### config.mk
export PLATFORM = sky130hd
export DESIGN_NAME = acfc_flow_ctrl
export DESIGN_NICKNAME = d
export VERILOG_FILES = /design/src/logic/acfc_pkg.sv /design/src/logic/acfc_req_if.sv /design/src/logic/acfc_scenario_dec.sv /design/src/logic/acfc_flow_ctrl.sv
export SDC_FILE = /design/constraint.sdc
export NUM_CORES = 1
export LEC_CHECK = 0
export BUFFER_PORTS_ARGS = -buffer_cell sky130_fd_sc_hd__buf_2
export CORE_UTILIZATION = 36
export DETAILED_ROUTE_END_ITERATION = 12
export GPL_TIMING_DRIVEN = 0
export PLACE_DENSITY_LB_ADDON = 0.15
export RECOVER_POWER = 25
export SLEW_MARGIN = 20
export SYNTH_ARGS = -nofsm -noshare
export SYNTH_HDL_FRONTEND = slang
export SYNTH_HIERARCHICAL = 1
export SYNTH_SLANG_ARGS = --single-unit
### constraint.sdc
create_clock -name ref_clk -period 1.1 [get_ports ref_clk]
set_clock_uncertainty 0.1 [all_clocks]
set_input_delay 0.11 -clock ref_clk [delete_from_list [all_inputs] [get_ports ref_clk]]
set_output_delay 0.11 -clock ref_clk [all_outputs]
set_load 0.05 [all_outputs]
### src/logic/acfc_pkg.sv
package acfc_pkg;
	// bit positions inside conversion_flow_control
	localparam int ACFC_BIT_ABORT = 7;
	localparam int ACFC_BIT_SEQUENCE_TRIGGER_REQUEST = 6;
	localparam int ACFC_BIT_RESTART = 5;
	localparam int ACFC_BIT_LOAD_OK = 4;
	localparam int ACFC_REG_W = 8;
	localparam logic [7:0] ACFC_REG_RESET = 8'h00;
	// request_source_select encoding: bit 0 data bus, bit 1 internal
	localparam int ACFC_SRC_BUS = 0;
	localparam int ACFC_SRC_HW = 1;
	// error flag positions in err_flags / err_clr
	localparam int ACFC_ERR_RESTART = 0;
	localparam int ACFC_ERR_SEQUENCE_TRIGGER_REQUEST = 1;
	localparam int ACFC_ERR_LOAD_OK = 2;
	localparam int ACFC_ERR_ABORT_OVR = 3;
	localparam int ACFC_ERR_W = 4;
	localparam logic [3:0] ACFC_ERR_RESET = 4'h0;
endpackage

### src/logic/acfc_req_if.sv
`timescale 1ns/1ns
// one cycle of merged requests and the scenario verdict on them
interface acfc_req_if;
	logic restart;
	logic trigger;
	logic abort;
	logic load_ok;
	logic trigger_mode;
	logic take_trigger;
	logic trigger_error;
	logic load_ok_error;
	logic auto_trigger;
	modport ctrl (output restart, trigger, abort, load_ok, trigger_mode,
		input take_trigger, trigger_error, load_ok_error, auto_trigger);
	modport dec (input restart, trigger, abort, load_ok, trigger_mode,
		output take_trigger, trigger_error, load_ok_error, auto_trigger);
endinterface

### src/logic/acfc_scenario_dec.sv
`timescale 1ns/1ns
// classifies the restart/trigger/abort/load_ok combination of one cycle
module acfc_scenario_dec
	import acfc_pkg::*;
(
	acfc_req_if.dec req
);
	// restart mode refuses a trigger that comes with a restart
	always_comb begin
		req.trigger_error = req.restart & req.trigger & ~req.trigger_mode;
		req.take_trigger = req.trigger & ~req.trigger_error;
		// trigger mode: restart alone also starts the sequence
		req.auto_trigger = req.restart & req.trigger_mode;
		// load_ok without restart cannot happen; report it, unless aborted
		req.load_ok_error = req.load_ok & ~req.restart & ~req.abort;
	end
endmodule

### src/logic/acfc_flow_ctrl.sv
`timescale 1ns/1ns
// How it works
// abort bit stops sequence at next boundary
// abort bit clears once aborted and idle
// abort and trigger need enable; cleared otherwise
// source select picks bus or internal requests
// writing zero never clears either bit
// bus abort while set is overrun
// internal abort while set is overrun
// restart sets abort unless aborting or list ended
// automatic abort raises restart error flag
// trigger starts sequence when nothing runs
// trigger clears when first conversion samples
// bus trigger while set raises trigger error
// internal trigger while set raises trigger error
// restart mode: restart plus trigger is error
// load-ok alone flagged; other combinations valid (code also flags load-ok with trigger but no restart or abort)
// restart fetches top; load-ok swaps lists first
// abort with restart suppresses restart/load-ok errors
// trigger mode restart sets trigger bit
module acfc_flow_ctrl
	import acfc_pkg::*;
(
	input wire logic ref_clk,
	input wire logic nrst,
	input wire logic adc_en,
	input wire logic [1:0] request_source_select,
	input wire logic trigger_mode,
	input wire logic wr_en,
	input wire logic [ACFC_REG_W-1:0] wr_data,
	input wire logic sequence_abort_request,
	input wire logic sequence_trigger_request,
	input wire logic list_restart_request,
	input wire logic list_load_ok,
	input wire logic conv_boundary,
	input wire logic conv_idle,
	input wire logic seq_active,
	input wire logic first_sample,
	input wire logic abort_in_progress,
	input wire logic end_of_list_reached,
	input wire logic [ACFC_ERR_W-1:0] err_clr,
	output logic [ACFC_REG_W-1:0] rd_data,
	output logic [ACFC_ERR_W-1:0] err_flags,
	output logic seq_abort_cmd,
	output logic seq_start,
	output logic fetch_top,
	output logic swap_list
);
	// merged requests travel to the scenario decoder through one bundle
	acfc_req_if req ();

	// architectural bits and their progress markers
	logic abort_ff, nxt_abort;
	logic aborted_ff, nxt_aborted;
	logic sequence_trigger_request_ff, nxt_sequence_trigger_request;
	// started_ff blocks a second start while sequence_trigger_request waits for sampling
	logic started_ff, nxt_started;
	// registered copies of every top output
	logic [ACFC_REG_W-1:0] rd_data_ff, nxt_rd_data;
	logic [ACFC_ERR_W-1:0] err_ff, nxt_err;
	logic seq_abort_cmd_ff, nxt_seq_abort_cmd;
	logic seq_start_ff, nxt_seq_start;
	logic fetch_top_ff, nxt_fetch_top;
	logic swap_list_ff, nxt_swap_list;
	// merged request terms, combinational
	logic bus_ok, hw_ok;
	logic abort_req, bus_abort, hw_abort, auto_abort;
	logic sequence_trigger_request_set, bus_sequence_trigger_request, hw_sequence_trigger_request;

	// one request term: a bus bit or an internal pulse, each gated by source
	function automatic logic merge_req(input logic bus_sel,
		input logic bus_bit, input logic hw_sel, input logic hw_bit);
		merge_req = (bus_sel & bus_bit) | (hw_sel & hw_bit);
	endfunction

	acfc_scenario_dec u_dec (
		.req(req)
	);

	// merge bus and internal requests per source selection
	always_comb begin
		bus_ok = request_source_select[ACFC_SRC_BUS] & wr_en;
		hw_ok = request_source_select[ACFC_SRC_HW];
		// a zero in a written bit is simply no request
		bus_abort = bus_ok & wr_data[ACFC_BIT_ABORT];
		bus_sequence_trigger_request = bus_ok & wr_data[ACFC_BIT_SEQUENCE_TRIGGER_REQUEST];
		// internal pulses share the clock, so no synchroniser is needed
		hw_abort = hw_ok & sequence_abort_request;
		hw_sequence_trigger_request = hw_ok & sequence_trigger_request;
		abort_req = bus_abort | hw_abort;
		// hand the merged view to the decoder
		req.abort = abort_req;
		req.trigger = bus_sequence_trigger_request | hw_sequence_trigger_request;
		req.restart = merge_req(bus_ok, wr_data[ACFC_BIT_RESTART],
			hw_ok, list_restart_request);
		req.load_ok = merge_req(bus_ok, wr_data[ACFC_BIT_LOAD_OK],
			hw_ok, list_load_ok);
		req.trigger_mode = trigger_mode;
		// explicit abort or one already running means no automatic one
		auto_abort = req.restart & ~abort_req & ~abort_ff
			& ~abort_in_progress & ~end_of_list_reached;
		sequence_trigger_request_set = req.take_trigger | req.auto_trigger;
	end

	// abort and trigger bits, sequencing pulses, sticky error flags
	always_comb begin
		nxt_abort = abort_ff;
		nxt_aborted = aborted_ff;
		nxt_sequence_trigger_request = sequence_trigger_request_ff;
		nxt_started = started_ff;
		// set wins over clear for every sticky error flag
		nxt_err = err_ff & ~err_clr;
		// pulses default low; seq_abort_cmd and seq_start last one cycle, fetch_top one per restart cycle, swap_list one per restart cycle with load_ok
		nxt_seq_abort_cmd = 1'b0;
		nxt_seq_start = 1'b0;
		nxt_fetch_top = 1'b0;
		nxt_swap_list = 1'b0;
		// disable wins over everything, including requests this cycle
		if (!adc_en) begin
			nxt_abort = 1'b0;
			nxt_aborted = 1'b0;
			nxt_sequence_trigger_request = 1'b0;
			nxt_started = 1'b0;
		end else begin

			// abort: cut at the next boundary, then wait for idle
			if (abort_ff && !aborted_ff && conv_boundary) begin
				nxt_seq_abort_cmd = 1'b1;
				nxt_aborted = 1'b1;
			end
			if (abort_ff && aborted_ff && conv_idle) begin
				nxt_abort = 1'b0;
				nxt_aborted = 1'b0;
			end
			// set wins over the release above
			if (abort_req || auto_abort) begin
				nxt_abort = 1'b1;
			end

			// overruns look at the old bit: a request while it is set
			if (abort_ff && bus_abort) begin
				nxt_err[ACFC_ERR_ABORT_OVR] = 1'b1;
			end
			if (abort_ff && hw_abort) begin
				nxt_err[ACFC_ERR_ABORT_OVR] = 1'b1;
			end
			if (auto_abort) begin
				nxt_err[ACFC_ERR_RESTART] = 1'b1;
			end

			// trigger: start once, hold until first sample
			if (sequence_trigger_request_ff && !started_ff && !seq_active && !abort_ff) begin
				nxt_seq_start = 1'b1;
				nxt_started = 1'b1;
			end
			if (sequence_trigger_request_ff && first_sample) begin
				nxt_sequence_trigger_request = 1'b0;
				nxt_started = 1'b0;
			end
			// a fresh set outranks the first-sample clear
			if (sequence_trigger_request_set) begin
				nxt_sequence_trigger_request = 1'b1;
			end

			// the trigger error collects both overruns and the mode clash
			if (sequence_trigger_request_ff && bus_sequence_trigger_request) begin
				nxt_err[ACFC_ERR_SEQUENCE_TRIGGER_REQUEST] = 1'b1;
			end
			if (sequence_trigger_request_ff && hw_sequence_trigger_request) begin
				nxt_err[ACFC_ERR_SEQUENCE_TRIGGER_REQUEST] = 1'b1;
			end
			if (req.trigger_error) begin
				nxt_err[ACFC_ERR_SEQUENCE_TRIGGER_REQUEST] = 1'b1;
			end
			// load_ok alone is reported, never acted on
			if (req.load_ok_error) begin
				nxt_err[ACFC_ERR_LOAD_OK] = 1'b1;
			end

			// restart reloads from top of command_list; swap first
			nxt_fetch_top = req.restart;
			nxt_swap_list = req.restart & req.load_ok;
		end

		// restart and load_ok are events and read back as zero
		nxt_rd_data = ACFC_REG_RESET;
		nxt_rd_data[ACFC_BIT_ABORT] = nxt_abort;
		nxt_rd_data[ACFC_BIT_SEQUENCE_TRIGGER_REQUEST] = nxt_sequence_trigger_request;
	end

	// outputs come straight from these flops, never from logic
	// register stage; sync reset to constants only
	always_ff @(posedge ref_clk) begin
		if (!nrst) begin
			abort_ff <= 1'b0;
			aborted_ff <= 1'b0;
			sequence_trigger_request_ff <= 1'b0;
			started_ff <= 1'b0;
			rd_data_ff <= ACFC_REG_RESET;
			err_ff <= ACFC_ERR_RESET;
			seq_abort_cmd_ff <= 1'b0;
			seq_start_ff <= 1'b0;
			fetch_top_ff <= 1'b0;
			swap_list_ff <= 1'b0;
		end else begin
			abort_ff <= nxt_abort;
			aborted_ff <= nxt_aborted;
			sequence_trigger_request_ff <= nxt_sequence_trigger_request;
			started_ff <= nxt_started;
			rd_data_ff <= nxt_rd_data;
			err_ff <= nxt_err;
			seq_abort_cmd_ff <= nxt_seq_abort_cmd;
			seq_start_ff <= nxt_seq_start;
			fetch_top_ff <= nxt_fetch_top;
			swap_list_ff <= nxt_swap_list;
		end
	end

	// ports are plain wires onto the output flops
	assign rd_data = rd_data_ff;
	assign err_flags = err_ff;
	assign seq_abort_cmd = seq_abort_cmd_ff;
	assign seq_start = seq_start_ff;
	assign fetch_top = fetch_top_ff;
	assign swap_list = swap_list_ff;
endmodule

==> results.md, run 1 <==
- Fin crit period: 1.06 ns
- Ratio of cells with drive above 1 in the final layout: between 40% and 50%
- Status: finished, final reports clean
- Crit path depth: 1
- PortBufs: 34
- Antenna Cells: 0
- Cell variety after synth: 23
- CP delay by family, top: flip-flops
- Die W: ~41 microns
- Sequential-to-total area share from yosys stat: 43.0%
- Leakage: approximately 0.42 nW
- Avg WL per Cell: about 11 microns
- Post-Synthesis Cells: between 60 and 70
- Row count: 13
- Routability-driven placement congestion ratio: ~0.71
- Ys Warns: 6
- Starting Density: 40.9%
- Final Setup Violations: 0
- Clock sinks: 12
- Setup crit end kind: output port
- Die Y: 41.4 microns
- Core area: 1370 sq um
- Power per cell area: about 1200 nW/um^2
- Maxcap violations: 0
- Slew Limit Fails: 0
- Cell chain of the critical path: clkbuf_4
- GRT Total Usage: 16.5%
- CTS tree: yes
- DRC violation count after routing: 0
- Crit path arrival time: roughly 0.85 ns
- First-pass GRT wire length: 2210 microns
- Seq. cell area: 245 sq um
- Req. time, crit path: 0.89 ns
- Vias post-DR: 574
- Placed cell area: 767 sq um
- DIE AREA: 1720 sq um
- Worst Hold Class: in2reg
- Detailed placement HPWL: 937 microns
- Maximum vdd drop: 0.000515 V
- Ys flop type: dfxtp_1
- WS Path Type: reg2out
- Post-Synthesis Cell Area: 559 sq um
- H-tree depth: 1
- Area Overhead vs Synth: 55.5%
- Post-route ant nets: 0
- Routed vias/inst: 4.70
- Cell area after layout: 870 sq um
- Asr flop ratio synth: 0%
- Slowest stage delay, CP: between 0.3 and 0.4 ns
- Hold Slack: roughly 0.0057 ns
- Placed cells: 116
- # IOs: 45
- CTS Buf Count: 3
- # fillers: 129
- Crit path buffers/inverters: 1
- DR pass1 iterations: 4
- Unrepaired setup endpoints after global routing: no
- Area of the multi-input gates: 277 sq um
- FF-to-FF path depth: 3
- DRT iter0 DRCs: 7
- Remaining Overflow, GRT: 0
- Average size of a mapped cell: approximately 9 sq um
- Final Hold Fails: 0
- Crit-path max FO: 2
- Post-synth EDFFs: 0
- Clock transition at path regs: around 0.080 ns
- Deepest clock path buffer count: 2
- Critical path's slowest cell: dfxtp_1
- Nets: approximately 140
- Fmax: approximately 0.95 GHz
- Largest net degree at the start of global routing: 8
- Clock Root Buffer: clkbuf_4
- Hold path cells: 3
- Total routed wirelength: 1320 microns
- Worst-Skew Late Latency: around 0.27 ns
- Fin cells: 122
- Initial antenna violation count: 0
- Vias in the first global route: 546
- Final setup margin: 0.0420 ns
- Post-synthesis register bit count: 12
- Final period utilization: 96.2%
- Launching element type of the critical path: flop
- Flop2flop setup slack: around 0.060 ns
- Post-Place Setup Slack: -0.0396 ns
[cells in the mapped netlist, drive strengths merged (2+ instances only)]
cell / count / area, sq um
nor2: 3 / 11.3
nand2b: 4 / 25.0
inv: 3 / 11.3
a21boi: 2 / 15.0
a21oi: 3 / 15.0
a32o: 4 / 40.0
nand2: 5 / 18.8
dfxtp: 12 / 240
nand3b: 3 / 22.5
nor2b: 2 / 12.5
o21ai: 2 / 10.0
buf: 8 / 60.1
[worst paths after layout]
path / startpoint / to
worst max-delay path: err_flags[3] / err_flags[3]
worst min-delay path: err_clr[2] / err_flags[2]
worst max register to register: abort_ff / abort_ff
worst min register to register: started_ff / seq_start
[sequential cells by signal, summed over array words and instances (netlist names)]
| register | flops |
|---|---|
| aborted_ff | 1 |
| fetch_top | 1 |
| seq_abort_cmd | 1 |
| seq_start | 1 |
| started_ff | 1 |
| err_flags | 4 |
| abort_ff | 1 |
| rd_data | 1 |
| swap_list | 1 |
[metal layers]
metal / global-route usage, % / wire length (microns) / vias up
li1: - / - / 297
met1: 17.4 / 546 / 254
met2: 28.7 / 669 / 21
met3: 6.09 / 92 / 2
met4: 7.74 / 10 / 0
met5: 0 / 0 / -
[layout by cell type, fill, tap and decap left out, drive strengths merged]
cell type,Yosys,final
a211oi,1,1
and2,1,1
a221oi,1,1
dfxtp,12,12
nor3b,1,1
a21boi,2,2
o21ai,2,2
nor2,3,3
nand2b,4,4
nor4,1,1
nor3,1,1
clkbuf,0,9
conb,1,6
and3,1,1
a21oi,3,3
a32o,4,4
nor2b,2,2
a32oi,1,1
dlygate4sd3,0,3
inv,3,3
nand2,5,5
o21ba,1,1
nand3b,3,3
buf,8,36
nand3,1,1
[kinds of logic after synthesis]
logic type             synth area share (%)
AOI/OAI and AO/OA                      20.6
buffers and inverters                  12.8
DFF                                    43.0
other                                 0.670
and+or+nand+nor                        23.0
[cell type report]
type,count,area share [%]
Clock buffer,4,4.17
Timing Repair Buffer,38,27.2
Multi-Input combinational cell,44,31.8
Buffer,6,5.18
Sequential cell,12,28.2
Tap cell,15,2.16
Inverter,3,1.29
[worst register-to-register path: stages (launching register included)]
cell and delay, ns:
dfxtp_4 0.37, buf_4 0.14, a221oi_1 0.25, nor2_1 0.06
[power by group]
part / total [mW] / internal [mW] / switching [mW]
logic: 0.240 / 0.101 / 0.140
registers: 0.454 / 0.445 / 0.00972
clock network: 0.351 / 0.201 / 0.150
total: 1.05 / 0.746 / 0.300
[timing repair]
item / in CTS / in global routing
hold endpoints to repair: 3 / 0
resized for setup: 9 / 6
setup endpoints to repair: 4 / 7
hold buffers: 3 / 0
buffers inserted: 1 / 0
[stage by stage]
step	utilization (%)	setup TNS, ns	total power [mW]
detailed placement	56.1	-0.109	0.684
finish	63.6	0	1.05
global placement	56.1	-0.0668	0.682
CTS	62.3	0	1.05
floorplan	-	0	0.615
global route	63.6	0	1.10
(Power assumes the default switching activity.)
==> run 2, diff against run 1 <==
CORE_MARGIN = 2   (was unset)
clock period = 1.2 ns   (was 1.1 ns; I/O delays follow)
==> run 2 against run 1 <==
  * Combinational power decreased by 13%
  * Design area down 5.8%
  * First-iteration DRC count fell by 86%
  * Sequential cell count did not move
  * Sequential power decreased by 8.6%
  * Total power shrank 17%
  * Clock power is 30% lower
  * Routed wire length is 5.5% lower
  * Largest power group unchanged
==> results.md, run 2 (synthesis results as in run 1) <==
- Status: finished, final reports clean
- Clock sinks: 12 (unchanged)
- Most common cell after layout, fill and taps aside: buf_2
- Vias post-DR: 586 (+2.1%)
- Routed vias/inst: 4.80 (+2.1%)
- Crit path buffers/inverters: 2 (+1)
- Clock transition at path regs: 0.08 ns (about the same)
- Die W: 43.4 microns (+4.8%)
- Critical path origin: abort_ff
- Fmax: 0.860 GHz
- Combinational Power Share: 24.1% (+1.1 points)
- Ratio of cells with drive above 1 in the final layout: 46.2% (-1.4 points)
- Initial antenna violation count: 0 (unchanged)
- Crit-path max FO: 7 (+5)
- # IOs: 45 (unchanged)
- Maximum vdd drop: 0.000597 V (+16%)
- Antenna Cells: 0 (unchanged)
- PortBufs: 34 (unchanged)
- Worst reg2reg path startpoint: abort_ff
- DIE AREA: 1880 sq um (+9.9%)
- Worst reg2reg path endpoint: started_ff
- Setup crit end kind: output port
- Largest net degree at the start of global routing: 8 (unchanged)
- Final period utilization: between 90 and 100%
- GRT Total Usage: 15.3% (-1.2 points)
- Total negative slack: 0 ns (unchanged)
- CP delay by family, top: flip-flops
- Row count: 14 (+1)
- DRC violation count after routing: 0 (unchanged)
- Crit path arrival time: 0.94 ns (+0.09 ns)
- Post-route ant nets: 0 (unchanged)
- Critical path's slowest cell: dfxtp_4
- Worst Hold Class: in2reg
- Fin cells: 122 (unchanged)
- Total routed wirelength: 1250 microns (-5.5%)
- Final Setup Violations: 0 (unchanged)
- Hold_sp: err_clr[2]
- First-pass GRT wire length: 2080 microns (-6.0%)
- Leakage: 0.407 nW (-2.3%)
- Most frequent cells in the layout: buf_2 (31), buf_4 (10), dfxtp_1 (10), conb_1 (6), nand2_1 (5)
- Launching element type of the critical path: flop
- FF-to-FF path depth: 3 (unchanged)
- Deepest clock path buffer count: 2 (unchanged)
- CTS tree: yes
- Clock Root Buffer: clkbuf_4
- Routability-driven placement congestion ratio: 0.663 (-6.5%)
- Number of flip-flops in the largest register: 4 (unchanged)
- Die Y: 43.4 microns (+4.8%)
- CTS Buf Count: 3 (unchanged)
- Hold Path End: err_flags[2]
- WS Path Type: reg2out
- Cell chain of the critical path: buf_4, buf_4
- Vias in the first global route: 495 (-9.3%)
- DR pass1 iterations: 3 (-1)
- Int Power: 609 uW (-18%)
- Slowest stage delay, CP: 0.37 ns (+0.02 ns)
- Area Overhead vs Synth: 46.5%
- Switch Pwr: 261 uW (-13%)
- Avg WL per Cell: 10.2 microns (-5.5%)
- Core area: 1490 sq um (+9.0%)
- Switch share: 30.0% (+1.3 points)
- Worst-Skew Late Latency: 0.27 ns (about the same)
- Crit path depth: 2 (+1)
- Hold path cells: 3 (unchanged)
- Final Hold Fails: 0 (unchanged)
- Unrepaired setup endpoints after global routing: no
- Maxcap violations: 0 (unchanged)
- Power per cell area: 1060 nW/um^2 (-12%)
- DRT iter0 DRCs: 1 (-6)
- H-tree depth: 1 (unchanged)
- Remaining Overflow, GRT: 0 (unchanged)
- Req. time, crit path: 0.98 ns (+0.09 ns)
- Clock share of power: 28.2% (-5.4 points)
- Starting Density: 37.6% (-3.4 points)
- Nets: 137 (unchanged)
- Flop2flop setup slack: 0.15 ns (+0.09 ns)
- Seq pwr share: 47.8% (+4.4 points)
- Placed cells: 117 (+0.86%)
- Fin crit period: between 1 and 1.5 ns
- Slew Limit Fails: 0 (unchanged)
- Crit path top cell by count: buf_4
-- run 2: changes by cell type in the layout (fill, tap and decap cells not counted), sizes merged --
cell / delta
buf: +5
clkbuf: -5
dlygate4sd3: -1
-- run 2: cell type report --
| cell class | instances | area, sq um |
|---|---|---|
| inverters | 3 | 11.3 |
| fillers | 158 | 669 |
| plain buffers | 8 | 60.1 |
| flip-flops and latches | 12 | 245 |
| well taps | 16 | 20.0 |
| clock buffers | 3 | 22.5 |
| repair buffers | 36 | 194 |
| multi-input cells | 44 | 267 |
-- run 2: power groups by stage --
| stage | logic (mW) | clock network [mW] | registers, mW |
|---|---|---|---|
| after detailed placement | 0.203 | 0 | 0.425 |
| after global placement | 0.199 | 0 | 0.425 |
| after floorplan | 0.120 | 0 | 0.444 |
| after global routing | 0.228 | 0.266 | 0.417 |
| after CTS | 0.210 | 0.256 | 0.417 |
| final | 0.209 | 0.245 | 0.415 |
-- run 2: worst max-delay path by stage --
stage	to
after floorplan	err_flags[2]
after global placement	err_flags[1]
after detailed placement	err_flags[2]
after CTS	rd_data[7]
after global routing	rd_data[7]
final	rd_data[7]
-- run 2: through the flow --
step	worst slack (ns)	hold slack [ns]	area (sq um)	util (%)	power, mW
floorplan	0.186	0.0987	578	-	0.564
global placement	0.0522	0.211	768	51.6	0.625
detailed placement	0.0263	0.213	768	51.6	0.628
CTS	0.0106	0.00380	818	55.0	0.883
global route	0.00208	0.0235	820	55.0	0.911
finish	0.0368	0.00672	820	55.0	0.870
-- run 2: metal layers --
| metal | vias to the layer above | global-route usage, % | share of wire (%) |
|---|---|---|---|
| met5 | - | 0 | 0 |
| met4 | 0 | 10.9 | 2.5 |
| met3 | 4 | 3.75 | 5.9 |
| met2 | 19 | 25.4 | 52 |
| met1 | 269 | 16.9 | 40 |
| li1 | 294 | - | - |
-- run 2: timing repair --
| action | in CTS | in global routing |
|---|---|---|
| endpoints found under the setup margin | 2 | 1 |
| resized for setup | 4 | 1 |
| setup buffers | 0 | 0 |
| hold buffers | 2 | 0 |
| hold endpoints to repair | 2 | 0 |
-- run 2: worst min-delay path: cells and delay by family --
family	cells	cell delay (ns)
buffers and inverters	1	0.07
AND/OR/NAND/NOR	1	0.08
AO/OA/AOI/OAI	1	0.06
